`src/verilog/mwu_defines.svh`:
```
`ifndef MWU_DEFINES_SVH
`define MWU_DEFINES_SVH

// ********************
// Message framing
// ********************
`define MWU_ID_REQ 8'h12
`define MWU_ID_RSP 8'h13
`define MWU_ID_ERR 8'h93
`define MWU_LEN_REQ 16'h0017
`define MWU_LEN_NORD 16'h0004
`define MWU_LEN_RD 16'h0007
`define MWU_LEN_ERR 16'h0003

// ********************
// Mode byte
// ********************
`define MWU_MODE_SUPP 7
`define MWU_MODE_NOWR 6
`define MWU_MODE_NORD 5
`define MWU_W8 3'h1
`define MWU_W16 3'h2
`define MWU_W64 3'h4
`define MWU_LANE_W8 64'h0000_0000_0000_00FF
`define MWU_LANE_W16 64'h0000_0000_0000_FFFF
`define MWU_LANE_W64 64'hFFFF_FFFF_FFFF_FFFF

// ********************
// Return codes
// ********************
`define MWU_RC_OK 8'h00
`define MWU_RC_UNSUP 8'h01
`define MWU_RC_LEN 8'h02
`define MWU_RC_TID 8'h03
`define MWU_RC_MODE 8'h04
`define MWU_RC_ADDR 8'h0A
`define MWU_RC_FAIL 8'h0C
`define MWU_RC_DEV 8'hFF

// ********************
// Controller registers
// ********************
`define MWU_REG_CTRL 8'h00
`define MWU_REG_TID 8'h04
`define MWU_REG_MODE 8'h08
`define MWU_REG_ADDR 8'h0C
`define MWU_REG_KEEP_LO 8'h10
`define MWU_REG_KEEP_HI 8'h14
`define MWU_REG_SET_LO 8'h18
`define MWU_REG_SET_HI 8'h1C
`define MWU_REG_RSP_INFO 8'h20
`define MWU_REG_RSP_DATA 8'h24
`define MWU_REG_STAT 8'h28
`define MWU_REG_MASK 8'h2C
`define MWU_REG_RSP_ECHO 8'h30
`define MWU_STAT_SENT 0
`define MWU_STAT_NORM 1
`define MWU_STAT_ERR 2
`define MWU_RST_MODE 8'h01

`endif

```
`src/verilog/mwu_pkg.sv`:
```
package mwu_pkg;

  typedef enum logic [2:0] {
    MWU_IDLE = 3'b000,
    MWU_CHK = 3'b001,
    MWU_RDCUR = 3'b010,
    MWU_MERGE = 3'b011,
    MWU_WRITE = 3'b100,
    MWU_RDBK = 3'b101,
    MWU_CAPT = 3'b110,
    MWU_RESP = 3'b111
  } mwu_dev_state_t;

  typedef struct packed {
    mwu_dev_state_t st;
    logic [15:0] tid;
    logic [7:0] mode;
    logic [31:0] addr;
    logic [63:0] keep;
    logic [63:0] set;
    logic [7:0] code;
    logic [63:0] wdata;
    logic reg_wr;
    logic reg_rd;
    logic rsp_valid;
    logic [7:0] rsp_id;
    logic [15:0] rsp_len;
    logic [7:0] rsp_code;
    logic [31:0] rsp_data;
  } mwu_dev_st_t;

  typedef struct packed {
    logic busy;
    logic [15:0] tid;
    logic [7:0] mode;
    logic [31:0] addr;
    logic [63:0] keep;
    logic [63:0] set;
    logic [7:0] rsp_id;
    logic [15:0] rsp_len;
    logic [7:0] rsp_code;
    logic [31:0] rsp_data;
    logic [15:0] rsp_tid;
    logic [7:0] rsp_mode;
    logic [2:0] stat;
    logic [2:0] mask;
    logic [31:0] rdata;
  } mwu_mst_st_t;

endpackage : mwu_pkg

```
`src/verilog/mwu_link.sv`:
```
`timescale 1ns/1ps
interface mwu_link;
  logic req_valid;
  logic req_ready;
  logic [7:0] req_msg_id;
  logic [15:0] req_len;
  logic [15:0] req_tid;
  logic [7:0] req_mode;
  logic [31:0] req_addr;
  logic [63:0] req_keep;
  logic [63:0] req_set;
  logic rsp_valid;
  logic rsp_ready;
  logic [7:0] rsp_msg_id;
  logic [15:0] rsp_len;
  logic [15:0] rsp_tid;
  logic [7:0] rsp_mode;
  logic [7:0] rsp_code;
  logic [31:0] rsp_data;

  modport dev (
    input req_valid, req_msg_id, req_len, req_tid, req_mode, req_addr, req_keep, req_set,
    input rsp_ready,
    output req_ready,
    output rsp_valid, rsp_msg_id, rsp_len, rsp_tid, rsp_mode, rsp_code, rsp_data
  );

  modport mst (
    output req_valid, req_msg_id, req_len, req_tid, req_mode, req_addr, req_keep, req_set,
    output rsp_ready,
    input req_ready,
    input rsp_valid, rsp_msg_id, rsp_len, rsp_tid, rsp_mode, rsp_code, rsp_data
  );
endinterface : mwu_link

```
`src/verilog/mwu_merge.sv`:
```
`timescale 1ns/1ps
`include "mwu_defines.svh"
module mwu_merge (
  input wire logic [63:0] cur,
  input wire logic [63:0] keep,
  input wire logic [63:0] set,
  input wire logic [2:0] wcode,
  output logic [63:0] result,
  output logic [63:0] lane_mask,
  output logic [7:0] be
);
  always_comb begin
    unique case (wcode)
      `MWU_W8: lane_mask = `MWU_LANE_W8;
      `MWU_W16: lane_mask = `MWU_LANE_W16;
      `MWU_W64: lane_mask = `MWU_LANE_W64;
      // Reserved widths never reach a write
      default: lane_mask = '0;
    endcase
  end

  assign result = (cur & ~lane_mask) | (((cur & keep) | (set & ~keep)) & lane_mask);

  for (genvar i = 0; i < 8; i++) begin : g_be
    assign be[i] = lane_mask[8*i];
  end
endmodule : mwu_merge

```
`src/verilog/mwu_dev_end.sv`:
```
// The implementer's own choices: the strobed register port and the register addresses.
`timescale 1ns/1ps
`include "mwu_defines.svh"
module mwu_dev_end (
  input wire logic mclk,
  input wire logic rst_b,
  mwu_link.dev lnk,
  output logic [31:0] reg_addr,
  output logic [7:0] reg_be,
  output logic [63:0] reg_wdata,
  output logic reg_wr,
  output logic reg_rd,
  input wire logic [63:0] reg_rdata,
  input wire logic reg_addr_bad,
  input wire logic reg_fail
);

  // ********************
  // State
  // ********************
  mwu_pkg::mwu_dev_st_t s_q;
  mwu_pkg::mwu_dev_st_t s_d;
  logic [63:0] merged;
  logic [63:0] lane_mask;
  logic [7:0] be;
  logic [7:0] code;
  logic mode_bad;
  logic width_ok;

  mwu_merge u_merge (
    .cur(reg_rdata),
    .keep(s_q.keep),
    .set(s_q.set),
    .wcode(s_q.mode[2:0]),
    .result(merged),
    .lane_mask(lane_mask),
    .be(be)
  );

  // ********************
  // Request checks
  // ********************
  // Legal width codes
  assign width_ok = (lnk.req_mode[2:0] == `MWU_W8) ||
                    (lnk.req_mode[2:0] == `MWU_W16) ||
                    (lnk.req_mode[2:0] == `MWU_W64);

  assign mode_bad = lnk.req_mode[`MWU_MODE_NOWR] | ~width_ok;

  // ********************
  // Link outputs
  // ********************
  // Only one message in flight; the master waits for ready
  assign lnk.req_ready = (s_q.st == mwu_pkg::MWU_IDLE);
  assign lnk.rsp_valid = s_q.rsp_valid;
  assign lnk.rsp_msg_id = s_q.rsp_id;
  assign lnk.rsp_len = s_q.rsp_len;
  assign lnk.rsp_tid = s_q.tid;
  assign lnk.rsp_mode = s_q.mode;
  assign lnk.rsp_code = s_q.rsp_code;
  assign lnk.rsp_data = s_q.rsp_data;

  // ********************
  // Register port
  // ********************
  assign reg_addr = s_q.addr;
  assign reg_be = be;
  assign reg_wdata = s_q.wdata;
  assign reg_wr = s_q.reg_wr;
  assign reg_rd = s_q.reg_rd;

  // ********************
  // Sequencer
  // ********************
  always_comb begin
    code = s_q.code;
    s_d = s_q;
    s_d.reg_wr = 1'b0;
    s_d.reg_rd = 1'b0;
    unique case (s_q.st)
      mwu_pkg::MWU_IDLE: begin
        if (lnk.req_valid) begin
          s_d.tid = lnk.req_tid;
          s_d.mode = lnk.req_mode;
          s_d.addr = lnk.req_addr;
          s_d.keep = lnk.req_keep;
          s_d.set = lnk.req_set;
          if (lnk.req_msg_id != `MWU_ID_REQ) begin
            s_d.code = `MWU_RC_UNSUP;
          end else if (lnk.req_len != `MWU_LEN_REQ) begin
            s_d.code = `MWU_RC_LEN;
          end else if (mode_bad) begin
            s_d.code = `MWU_RC_MODE;
          end else begin
            s_d.code = `MWU_RC_OK;
          end
          s_d.st = mwu_pkg::MWU_CHK;
        end
      end
      mwu_pkg::MWU_CHK: begin
        if (code == `MWU_RC_OK && reg_addr_bad) begin
          code = `MWU_RC_ADDR;
        end else if (code == `MWU_RC_OK && reg_fail) begin
          code = `MWU_RC_DEV;
        end
        s_d.code = code;
        if (code != `MWU_RC_OK) begin
          s_d.rsp_valid = 1'b1;
          s_d.rsp_id = `MWU_ID_ERR;
          s_d.rsp_len = `MWU_LEN_ERR;
          s_d.rsp_code = code;
          s_d.rsp_data = '0;
          s_d.st = mwu_pkg::MWU_RESP;
        end else begin
          // Fetch current contents for the merge
          s_d.reg_rd = 1'b1;
          s_d.st = mwu_pkg::MWU_RDCUR;
        end
      end
      mwu_pkg::MWU_RDCUR: begin
        s_d.st = mwu_pkg::MWU_MERGE;
      end
      mwu_pkg::MWU_MERGE: begin
        s_d.wdata = merged;
        s_d.reg_wr = 1'b1;
        s_d.st = mwu_pkg::MWU_WRITE;
      end
      mwu_pkg::MWU_WRITE: begin
        if (!s_q.mode[`MWU_MODE_NORD]) begin
          s_d.reg_rd = 1'b1;
          s_d.st = mwu_pkg::MWU_RDBK;
        end else if (s_q.mode[`MWU_MODE_SUPP]) begin
          s_d.st = mwu_pkg::MWU_IDLE;
        end else begin
          s_d.rsp_valid = 1'b1;
          s_d.rsp_id = `MWU_ID_RSP;
          s_d.rsp_len = `MWU_LEN_NORD;
          s_d.rsp_code = `MWU_RC_OK;
          s_d.rsp_data = '0;
          s_d.st = mwu_pkg::MWU_RESP;
        end
      end
      mwu_pkg::MWU_RDBK: begin
        s_d.st = mwu_pkg::MWU_CAPT;
      end
      mwu_pkg::MWU_CAPT: begin
        s_d.rsp_valid = 1'b1;
        s_d.rsp_id = `MWU_ID_RSP;
        s_d.rsp_len = `MWU_LEN_RD;
        s_d.rsp_code = `MWU_RC_OK;
        // Four data bytes only: upper half of a 64-bit word is not returned
        s_d.rsp_data = reg_rdata[31:0] & lane_mask[31:0];
        s_d.st = mwu_pkg::MWU_RESP;
      end
      mwu_pkg::MWU_RESP: begin
        if (lnk.rsp_ready) begin
          s_d.rsp_valid = 1'b0;
          s_d.st = mwu_pkg::MWU_IDLE;
        end
      end
    endcase
  end

  always_ff @(posedge mclk or negedge rst_b) begin
    if (!rst_b) begin
      s_q <= '0;
    end else begin
      s_q <= s_d;
    end
  end

endmodule : mwu_dev_end

```
`src/flat_wrapper.sv`:
```
// flat-port wrapper written by rule: the top's interface ports become plain ports
module mwu_dev_end_flat 
  (mclk, rst_b, reg_addr, reg_be, reg_wdata, reg_wr, reg_rd, reg_rdata, reg_addr_bad, reg_fail, lnk_req_valid, lnk_req_msg_id, lnk_req_len, lnk_req_tid, lnk_req_mode, lnk_req_addr, lnk_req_keep, lnk_req_set, lnk_rsp_ready, lnk_req_ready, lnk_rsp_valid, lnk_rsp_msg_id, lnk_rsp_len, lnk_rsp_tid, lnk_rsp_mode, lnk_rsp_code, lnk_rsp_data);
  mwu_link lnk_i ();
  input wire logic mclk;
  input wire logic rst_b;
  output logic [31:0] reg_addr;
  output logic [7:0] reg_be;
  output logic [63:0] reg_wdata;
  output logic reg_wr;
  output logic reg_rd;
  input wire logic [63:0] reg_rdata;
  input wire logic reg_addr_bad;
  input wire logic reg_fail;
  input wire logic [$bits(lnk_i.req_valid)-1:0] lnk_req_valid;
  input wire logic [$bits(lnk_i.req_msg_id)-1:0] lnk_req_msg_id;
  input wire logic [$bits(lnk_i.req_len)-1:0] lnk_req_len;
  input wire logic [$bits(lnk_i.req_tid)-1:0] lnk_req_tid;
  input wire logic [$bits(lnk_i.req_mode)-1:0] lnk_req_mode;
  input wire logic [$bits(lnk_i.req_addr)-1:0] lnk_req_addr;
  input wire logic [$bits(lnk_i.req_keep)-1:0] lnk_req_keep;
  input wire logic [$bits(lnk_i.req_set)-1:0] lnk_req_set;
  input wire logic [$bits(lnk_i.rsp_ready)-1:0] lnk_rsp_ready;
  output wire logic [$bits(lnk_i.req_ready)-1:0] lnk_req_ready;
  output wire logic [$bits(lnk_i.rsp_valid)-1:0] lnk_rsp_valid;
  output wire logic [$bits(lnk_i.rsp_msg_id)-1:0] lnk_rsp_msg_id;
  output wire logic [$bits(lnk_i.rsp_len)-1:0] lnk_rsp_len;
  output wire logic [$bits(lnk_i.rsp_tid)-1:0] lnk_rsp_tid;
  output wire logic [$bits(lnk_i.rsp_mode)-1:0] lnk_rsp_mode;
  output wire logic [$bits(lnk_i.rsp_code)-1:0] lnk_rsp_code;
  output wire logic [$bits(lnk_i.rsp_data)-1:0] lnk_rsp_data;
  assign lnk_i.req_valid = lnk_req_valid;
  assign lnk_i.req_msg_id = lnk_req_msg_id;
  assign lnk_i.req_len = lnk_req_len;
  assign lnk_i.req_tid = lnk_req_tid;
  assign lnk_i.req_mode = lnk_req_mode;
  assign lnk_i.req_addr = lnk_req_addr;
  assign lnk_i.req_keep = lnk_req_keep;
  assign lnk_i.req_set = lnk_req_set;
  assign lnk_i.rsp_ready = lnk_rsp_ready;
  assign lnk_req_ready = lnk_i.req_ready;
  assign lnk_rsp_valid = lnk_i.rsp_valid;
  assign lnk_rsp_msg_id = lnk_i.rsp_msg_id;
  assign lnk_rsp_len = lnk_i.rsp_len;
  assign lnk_rsp_tid = lnk_i.rsp_tid;
  assign lnk_rsp_mode = lnk_i.rsp_mode;
  assign lnk_rsp_code = lnk_i.rsp_code;
  assign lnk_rsp_data = lnk_i.rsp_data;
  mwu_dev_end u_core (.mclk(mclk), .rst_b(rst_b), .lnk(lnk_i), .reg_addr(reg_addr), .reg_be(reg_be), .reg_wdata(reg_wdata), .reg_wr(reg_wr), .reg_rd(reg_rd), .reg_rdata(reg_rdata), .reg_addr_bad(reg_addr_bad), .reg_fail(reg_fail));
endmodule
```
`config.mk`:
```
export PLATFORM = sky130hd
export DESIGN_NAME = mwu_dev_end_flat
export DESIGN_NICKNAME = d
export VERILOG_FILES = /design/src/verilog/mwu_pkg.sv /design/src/verilog/mwu_link.sv /design/src/verilog/mwu_merge.sv /design/src/verilog/mwu_dev_end.sv /design/src/flat_wrapper.sv
export VERILOG_INCLUDE_DIRS = /design/src /design/src/verilog
export SDC_FILE = /design/constraint.sdc
export NUM_CORES = 1
export LEC_CHECK = 0
export BUFFER_PORTS_ARGS = -buffer_cell sky130_fd_sc_hd__buf_2
export CORE_AREA = 3 3 183 185
export CTS_CLUSTER_DIAMETER = 50
export DETAILED_ROUTE_END_ITERATION = 8
export DIE_AREA = 0 0 186 188
export PLACE_DENSITY_LB_ADDON = 0.1
export SYNTH_ARGS = -nofsm -noshare
export SYNTH_HDL_FRONTEND = slang
export SYNTH_SLANG_ARGS = --single-unit
```
`constraint.sdc`:
```
create_clock -name mclk -period 2.8 [get_ports mclk]
set_input_delay 0.14 -clock mclk [delete_from_list [all_inputs] [get_ports mclk]]
set_output_delay 0.14 -clock mclk [all_outputs]
set_load 0.05 [all_outputs]
```
**Word level (Yosys, flattened, before mapping)**

Cells that the tools add are included.

- Output and inout bits: 196
- Word-level logic and storage cells: 85
- Register bits: 326
- Input bits: 278

- Bitwise logic cells: 11
- Multiplexer cells: 24
- Eq/ne operators: 20
- Reduce and logical (&&, ||, !) cells: 15

Operators with widths:

| kind | number |
|---|---|
| one-hot mux 64 bit (3 select lines) | 2 |
| bitwise AND 64 bit | 4 |
| two-way mux 195 bit | 1 |
| two-way mux 65 bit | 3 |
| inverter 64 bit | 2 |
| bitwise OR 64 bit | 2 |
| bitwise AND 32 bit | 1 |
| two-way mux 8 bit | 4 |
| one-hot mux 3 bit (8 select lines) | 1 |
| equality test 3 bit, second input constant | 6 |
| two-way mux 3 bit | 6 |
| inequality test 16 x 5 -> 1 bit, second input constant | 1 |
| one-hot mux 8 bit (2 select lines) | 1 |
| equality test 3 x 2 -> 1 bit, second input constant | 4 |
| equality test 3 x 1 -> 1 bit, second input constant | 3 |
| zero test 8 bit | 1 |
| inequality test 8 x 5 -> 1 bit, second input constant | 1 |
| nonzero test 8 bit | 1 |
| inequality test 2 bit, second input constant | 3 |
| AND reduction 2 bit | 3 |
| AND reduction 5 bit | 1 |
| two-way mux 1 bit | 4 |
| inequality test 2 x 1 -> 1 bit, second input constant | 2 |
| one-hot mux 1 bit (4 select lines) | 1 |
| other kinds (10) | 12 |

**Logic depth before layout (Yosys ltp)**

Gate-level depths: netlist (run 1).

- Depth in word-level cells: 10
- Mapped depth: 8
- Depth with buffers taken out: 5

**Modules after synthesis**

A second synthesis (run 1) with hierarchy kept.

- Cell total of the unflattened synthesis: 1527
- Area total of the unflattened synthesis: 14831.7 um2

Modules (own cells, without submodules):

| module | area an instance (um2) | sequential area each (um2) | cells an instance | times used |
|---|---|---|---|---|
| mwu_dev_end | 13097.6 | 7657.3 | 1303 | 1 |
| mwu_merge | 1734.2 | 0.0 | 224 | 1 |

**Least setup slack after synthesis (run 1)**

No wires, ideal clock.

- Path kind: reg2reg
- From: register u_core.s_q[324] (netlist name)
- To: register u_core.s_q[323] (netlist name)
- Path buffers: 1
- Library setup time: 0.180 ns
- Path slack: 0.710 ns
- Required time: 2.620 ns
- Arrival: 1.910 ns
- Cell stages (with the launch flop): 4
- Clock period less this slack: 2.090 ns
- Cell sequence: dfrtp_1 > clkbuf_1 > nor3_1 > a21oi_1

- Longest elaborated chain between the ends: 3
- Elaborated cells between the ends (all ways): 12
- Classes of those cells: eq/ne: 9; mux: 1; reduce/logical: 2

Ends and longest elaborated chain:

| what | line | RTL |
|---|---|---|
| from (decl) | mwu_dev_end.sv:21 | `mwu_pkg::mwu_dev_st_t s_q;` |
| from (signal assigned) | mwu_dev_end.sv:166 | `s_q <= '0;` |
| from (signal assigned) | mwu_dev_end.sv:168 | `s_q <= s_d;` |
| zero test 3 bit * | n/a |  |
| via lnk_req_ready | flat_wrapper.sv:24 | `output wire logic [$bits(lnk_i.req_ready)-1:0] lnk_req_ready;` |
| inequality test 2 bit (no source line) | n/a |  |
| AND reduction 2 bit (no source line) | n/a |  |

Mark *: on every way through the listed nets, which the timed path passes. The rest lies on a longest branch.
A chain may end at the register's enable or synchronous reset.

**Worst setup path after layout (run 1)**

- From: register u_core.s_q, in the netlist u_core.lnk.rsp_mode[0]
- To: output reg_be[3]

- Longest elaborated chain between the ends: 2
- Elaborated cells between the ends (all ways): 4
- Classes of those cells: eq/ne: 3; mux: 1

Ends and longest elaborated chain:

| what | line | RTL |
|---|---|---|
| equality test 3 bit, or another cell as far along | mwu_merge.sv:13 | `unique case (wcode)` |
| one-hot mux 64 bit (3 select lines) * | mwu_merge.sv:13 |  |
| to (decl) | flat_wrapper.sv:8 | `output logic [7:0] reg_be;` |

Mark *: on every way between the ends. The rest lies on a longest branch, timed or not.

==> flow_summary.yaml, run 1 <==
route:
  top_layer_used: "met4"
  drt_first_pass_iters: 4
  drtAntennaViolNets: 0
  dr.first_iter.drc_count: 344
  drt_drc_violations_left: 0
  route.vias.total: 10200
  total_met3_wirelength_after_detailed_routing_microns: 2716
  routed_wirelength_microns: 37760
  vias_per_cell: 4.825
  route.layer.met1.wl_microns: 15310
  avgRoutedWirePerCell_microns: 17.86
  wl_met2_microns: 18690
worst_setup_path:
  endpoint_arrival_time_on_the_critical_path_ns: 2.51
  worst_setup_path_endpoint: "reg_be[3]"
  crit_chain: "or3b_2 > buf_12 > inv_1 > buf_2"
  worstSetupStartpoint: "u_core.lnk.rsp_mode[0]"
  worstSetupPathDepth: 4
  ff2ff_setup_slack_ns: 0.54
  timing.reg2reg.worst_path_depth: 5
  cp_slowest_cell: "sky130_fd_sc_hd__or3b_2"
  timing.rr.end: "u_core.reg_wdata[34]"
  crit_path_max_fanout: 39
  cp.buffers_inverters: 3
  required_ns: 2.66
  setup.worst_path.start_class: "register"
  cp-end-kind: "primary output"
  crit_path_max_incr_delay_ns: 0.74
  rr_startpoint: "u_core.lnk.rsp_mode[0]"
  setup.worst_path.class: "reg2out"
  cp_top_family: "simple AND/OR/NAND/NOR gates"
floorplan:
  dieWidth_microns: 186
  fp.coreArea_sq_mm: 0.03221
  die_y_microns: 188
  ios: 474
  fp.dieArea_sq_mm: 0.03497
  std_cell_rows: 66
  initial_core_util: 0.4295
power_and_ir_drop:
  internal-power_w: 0.01265
  switchingPower_w: 0.009961
  clkPwrFrac: 0.215
  power.ir.vdd_worst_uv: 621.3
  power_frac_comb: 0.445
  pwr_density_cell_mw_per_mm2: 1183
  fin_total_pwr_w: 0.02261
  p_seq_frac: 0.340
  swShare: 0.4406
  static-leakage-power_nw: 9.297
grt:
  maximum_number_of_pins_on_one_net_before_global_route_repair: 88
  global_route_wire_length_before_repair_microns: 59610
  grt_overflow_total: 0
  antenna_found_initial: 1
  grt_util_all_layers: 0.2130
  grt_pass1_vias: 11013
sta:
  hold_viol_final: 0
  fmaxAchievable_mhz: 376.9
  final-max-slew-violation-count: 0
  post-route-min-period_ns: 2.653
  final_min_period_over_clock_period: 0.9475
  finClkSkew_ns: 0.009642
  grt_setup_unrepaired: "false"
  timing.setup.tns_ns: 0
  max-slew-margin-rel: 0.5470
  timing_worst_slew_pin_value_ns: 0.6795
  report.final.setup_viol: 0
clock_network:
  cts_made_buffers: 38
  cts_tree: "built"
  post-cts-setup-buffers: 0
  number_of_resized_instances_in_the_post_cts_repair_step: 0
  cts_sinks: 306
  cts_buffer_depth: 3
  ctsHtreeMaxLevel: 2
  clkLatencyLatePin_ns: 0.51
  cts_root_buf: "sky130_fd_sc_hd__clkbuf_16"
  worst_path_clk_slew_ns: 0.06
cells_and_area:
  fin_cells: 2114
  areaGrowthSynthToFinish_pct: 38.16
  layout-drive-gt1-share: 0.4317
  commonest_cells_after_routing_fill_and_taps_aside: "455 x sky130_fd_sc_hd__buf_2, 306 x sky130_fd_sc_hd__dfrtp_1, 253 x sky130_fd_sc_hd__dlygate4sd3_1, 184 x sky130_fd_sc_hd__mux2_2, 67 x sky130_fd_sc_hd__nand2_1"
  commonest_non_fill_non_tap_cell_in_the_layout: "sky130_fd_sc_hd__buf_2"
  finalNetCount: 1953
synthesis:
  portion_of_netlist_area_occupied_by_mux_cells: 0.1910
  post_synth_inst_count: 1132
  synth_cell_types: 49
  synth_flop_cell: "sky130_fd_sc_hd__dfrtp_1"
  ys_async_sr_fraction: 1.000
  synth_edf_count: 0
  dominant_combinational_cell_family_by_area_after_synthesis: "multiplexers"
  post_synth_fa_ha_maj_area_fraction: 0
  synth_simple_gate_area_share: 0.06160
  synth_xor_xnor_area_share: 0.001266
  synthesis.area_sq_mm: 0.01383
  synthesis.yosys.warnings: 0
  synth-compound-area-share: 0.06937
  ys_ff_latch: 306
  seq_area_frac_synth: 0.5535
  synth.avg_cell_area_sq_um: 12.22
placed_design:
  hpwl_microns: 25390
  portBuffers: 456
  placed_cells: 1790
  gp_congestion: 0.7857
min_path:
  min_path_type: "in2reg"
flow_run:
  timing.max_cap.violations: 0
run_status:
  status: "finished, final reports clean"
-- per-stage QoR --
stage                     area (sq um)    util  hold slack [ns]  setup slack [ns]
final                            19110  0.5934          0.02160            0.1469
after global routing             19110  0.5934          0.04797           0.03464
after CTS                        19110  0.5934         0.004949            0.1283
after detailed placement         15290  0.4749           0.1492            0.5662
after global placement           15290  0.4749           0.1447            0.6060
after floorplan                  13890       -          -0.1556            0.7103
-- sequential cells by signal (all words and copies together) (netlist names), 2 cells and up --
signal	flops
u_core.s_q	139
u_core.reg_wdata	64
u_core.reg_addr	32
u_core.lnk.rsp_msg_id	2
u_core.lnk.rsp_data	32
u_core.lnk.rsp_code	8
u_core.lnk.rsp_mode	8
u_core.lnk.rsp_len	2
u_core.lnk.rsp_tid	16
-- synth_stat cells (3+ instances only) --
master,n,area [sq um]
sky130_fd_sc_hd__a21o_1,4,30.03
sky130_fd_sc_hd__a21oi_1,15,75.07
sky130_fd_sc_hd__a22o_1,32,280.3
sky130_fd_sc_hd__a31oi_1,14,87.58
sky130_fd_sc_hd__buf_2,24,120.1
sky130_fd_sc_hd__buf_4,196,1471
sky130_fd_sc_hd__clkbuf_1,21,78.83
sky130_fd_sc_hd__dfrtp_1,306,7657
sky130_fd_sc_hd__inv_1,5,18.77
sky130_fd_sc_hd__mux2_2,184,2072
sky130_fd_sc_hd__mux2i_1,57,570.6
sky130_fd_sc_hd__nand2_1,67,251.5
sky130_fd_sc_hd__nand2b_1,4,25.02
sky130_fd_sc_hd__nand3b_1,9,67.56
sky130_fd_sc_hd__nor2_1,65,244.0
sky130_fd_sc_hd__nor2b_1,5,31.28
sky130_fd_sc_hd__nor3_1,11,55.05
sky130_fd_sc_hd__o21ai_0,61,305.3
sky130_fd_sc_hd__o21ai_1,10,50.05
sky130_fd_sc_hd__o2bb2ai_1,4,35.03
sky130_fd_sc_hd__or3b_1,3,26.28
-- worst min path at each step --
stage	depth (start not counted)	slack [ns]	to	startpoint
6_report	4	0.02	u_core.s_q[132]	lnk_req_msg_id[7]
5_1_grt	4	0.05	u_core.s_q[132]	lnk_req_msg_id[6]
4_1_cts	4	0.005	u_core.s_q[132]	lnk_req_msg_id[6]
3_5_place_dp	1	0.15	u_core.reg_addr[0]	rst_b
3_3_place_gp	1	0.14	u_core.reg_addr[0]	rst_b
2_1_floorplan	0	-0.16	u_core.lnk.rsp_code[0]	rst_b
-- per-layer routing --
metal	global-route usage	up-vias
li1	-	4808
met1	0.2638	4983
met2	0.3674	343
met3	0.05567	66
met4	0.05930	0
met5	0	-
-- power by group through the flow --
stage,Sequential (W),Clock (W),Combinational [W]
4_1_cts,0.00769,0.00501,0.0101
3_5_place_dp,0.00775,0,0.00985
5_1_grt,0.00798,0.00520,0.0108
3_3_place_gp,0.00771,0,0.00972
6_report,0.00769,0.00486,0.0101
2_1_floorplan,0.00737,0,0.00911
-- repair_timing --
action                                  in CTS  in global routing
endpoints found under the hold margin      342                  0
endpoints found under the setup margin       0                  0
hold buffers                               253                  0
-- worst register-to-register path, delay by kind of cell, from the launching register on --
kind	cells	cell delay, ns
simple gates	2	0.93
buf+inv	1	0.27
mux	1	0.25
flops	1	0.54
compound gates	1	0.12
-- logic make-up after synthesis --
kind of cell | after synthesis
buffers and inverters | 249
other | 1
flip-flops | 306
multiplexers | 241
XOR/XNOR | 2
AO/OA/AOI/OAI | 151
AND/OR/NAND/NOR | 182
-- cell type report --
type	instances	area [sq um]
clock inverters	13	87.58
repair buffers	729	5075
diodes	1	2.502
fillers	2689	13090
inverters	7	26.28
well taps	408	510.5
multi-input cells	593	4557
clock buffers	57	1196
flip-flops and latches	306	7657
(Power assumes the default switching activity.)
==> run 2, diff against run 1 <==
- SETUP_SLACK_MARGIN: default -> 0.5
==> flow_summary.yaml, run 2 (synthesized netlist as in run 1, its figures left out) <==
run_status:
  status: "finished, final reports clean"
floorplan:
  fp.dieArea_sq_mm: 0.03497
  fp.coreArea_sq_mm: 0.03221
  ios: 474
  die_y_microns: 188
  initial_core_util: 0.4295
  std_cell_rows: 66
  dieWidth_microns: 186
sta:
  finClkSkew_ns: 0.01164
  final_min_period_over_clock_period: 0.7759
  max-slew-margin-rel: 0.4949
  timing.hold.ws_ns: 0.02064
  grt_setup_unrepaired: "false"
  post-route-min-period_ns: 2.173
  timing_worst_slew_pin_value_ns: 0.7576
  hold_viol_final: 0
  report.final.setup_viol: 0
  timing.setup.tns_ns: 0
  final-max-slew-violation-count: 0
  fmaxAchievable_mhz: 460.3
min_path:
  min_path_type: "in2reg"
power_and_ir_drop:
  power.ir.vdd_worst_uv: 621.2
  pwr_density_cell_mw_per_mm2: 1185
  static-leakage-power_nw: 9.341
  fin_total_pwr_w: 0.02275
  p_seq_frac: 0.338
  internal-power_w: 0.01272
  switchingPower_w: 0.01003
  power_frac_comb: 0.449
  swShare: 0.4407
  clkPwrFrac: 0.214
grt:
  grt_overflow_total: 0
  maximum_number_of_pins_on_one_net_before_global_route_repair: 88
  antenna_found_initial: 1
  grt_pass1_vias: 11044
  global_route_wire_length_before_repair_microns: 59680
  grt_util_all_layers: 0.2134
flow_run:
  timing.max_cap.violations: 0
worst_setup_path:
  cp-end-kind: "primary output"
  required_ns: 2.66
  setup.worst_path.start_class: "register"
  endpoint_arrival_time_on_the_critical_path_ns: 2.03
  crit_path_max_fanout: 39
  setup.worst_path.class: "reg2out"
cells_and_area:
  largest_register_ff_count: 139
  commonest_cells_after_routing_fill_and_taps_aside: "449 x sky130_fd_sc_hd__buf_2, 305 x sky130_fd_sc_hd__dfrtp_1, 253 x sky130_fd_sc_hd__dlygate4sd3_1, 184 x sky130_fd_sc_hd__mux2_2, 67 x sky130_fd_sc_hd__nand2_1"
  n_fill_cell: 2680
  commonest_non_fill_non_tap_cell_in_the_layout: "sky130_fd_sc_hd__buf_2"
  fin_cells: 2122
  max_flop_register: "u_core.s_q"
  areaGrowthSynthToFinish_pct: 38.80
  finalNetCount: 1961
  layout-drive-gt1-share: 0.4361
clock_network:
  cts_made_buffers: 38
  clkLatencyLatePin_ns: 0.51
  cts_sinks: 306
  cts_tree: "built"
  ctsHtreeMaxLevel: 2
  cts_root_buf: "sky130_fd_sc_hd__clkbuf_16"
  worst_path_clk_slew_ns: 0.06
  cts_buffer_depth: 3
placed_design:
  portBuffers: 456
  placed_cells: 1790
  gp_congestion: 0.7857
  hpwl_microns: 25390
route:
  route.vias.total: 10281
  drtAntennaViolNets: 0
  vias_per_cell: 4.845
  drt_first_pass_iters: 4
  dr.first_iter.drc_count: 369
  avgRoutedWirePerCell_microns: 18.30
  drt_drc_violations_left: 0
  routed_wirelength_microns: 38840
run 2: worst paths after layout:
kind                                   startpoint                endpoint  slack [ns]  cells after the start
max                        u_core.lnk.rsp_mode[1]               reg_be[3]        0.63                      4
min                             lnk_req_msg_id[7]         u_core.s_q[132]        0.02                      4
max reg2reg                       u_core.s_q[324]  u_core.lnk.rsp_data[3]        0.69                      5
min reg2reg                  u_core.reg_wdata[24]    u_core.reg_wdata[24]        0.47                      2
max in group asynchronous                   rst_b         u_core.s_q[243]        1.73                      4
min in group asynchronous                   rst_b      u_core.reg_addr[0]        0.20                      2
run 2: worst max-delay path, stage by stage, from the launching register on:
cell and delay [ns]:
sky130_fd_sc_hd__dfrtp_1 0.43, sky130_fd_sc_hd__or3b_4 0.45, sky130_fd_sc_hd__buf_12 0.20, sky130_fd_sc_hd__inv_1 0.18, sky130_fd_sc_hd__buf_4 0.24
run 2: power groups by stage:
stage,logic (W),registers [W],clock network (W)
6_report,0.0102,0.00768,0.00486
5_1_grt,0.0109,0.00796,0.00520
4_1_cts,0.0102,0.00769,0.00501
3_5_place_dp,0.00985,0.00775,0
3_3_place_gp,0.00972,0.00771,0
2_1_floorplan,0.00911,0.00737,0
run 2: per-stage QoR:
step	cell area [sq um]	util	setup slack (ns)
4_1_cts	19140	0.5943	0.5437
2_1_floorplan	13890	-	0.7103
3_3_place_gp	15290	0.4749	0.6060
3_5_place_dp	15290	0.4749	0.5662
6_report	19200	0.5962	0.6275
5_1_grt	19200	0.5962	0.5172
run 2: per-layer routing:
metal / track usage / up-vias / part of all wire
met5: 0 / - / 0
met4: 0.06187 / 0 / 0.028
met3: 0.05645 / 67 / 0.072
met2: 0.3675 / 360 / 0.50
met1: 0.2631 / 5030 / 0.40
li1: - / 4824 / -
run 2: repair_timing:
action,4_1_cts,5_1_grt
buffers inserted,1,5
setup endpoints to repair,7,33
endpoints found under the hold margin,342,0
cloned,0,2
hold buffers,253,0
gates resized for setup,10,1
pin swaps,1,1
run 2: cell type report:
class | count | area, sq um | share of cell area
Tap cell | 408 | 510.5 | 0.02659
Antenna cell | 1 | 2.502 | 0.0001303
Clock inverter | 13 | 87.58 | 0.004561
Inverter | 7 | 27.53 | 0.001434
Sequential cell | 306 | 7659 | 0.3989
Timing Repair Buffer | 736 | 5151 | 0.2683
Multi-Input combinational cell | 594 | 4567 | 0.2378
Clock buffer | 57 | 1196 | 0.06230
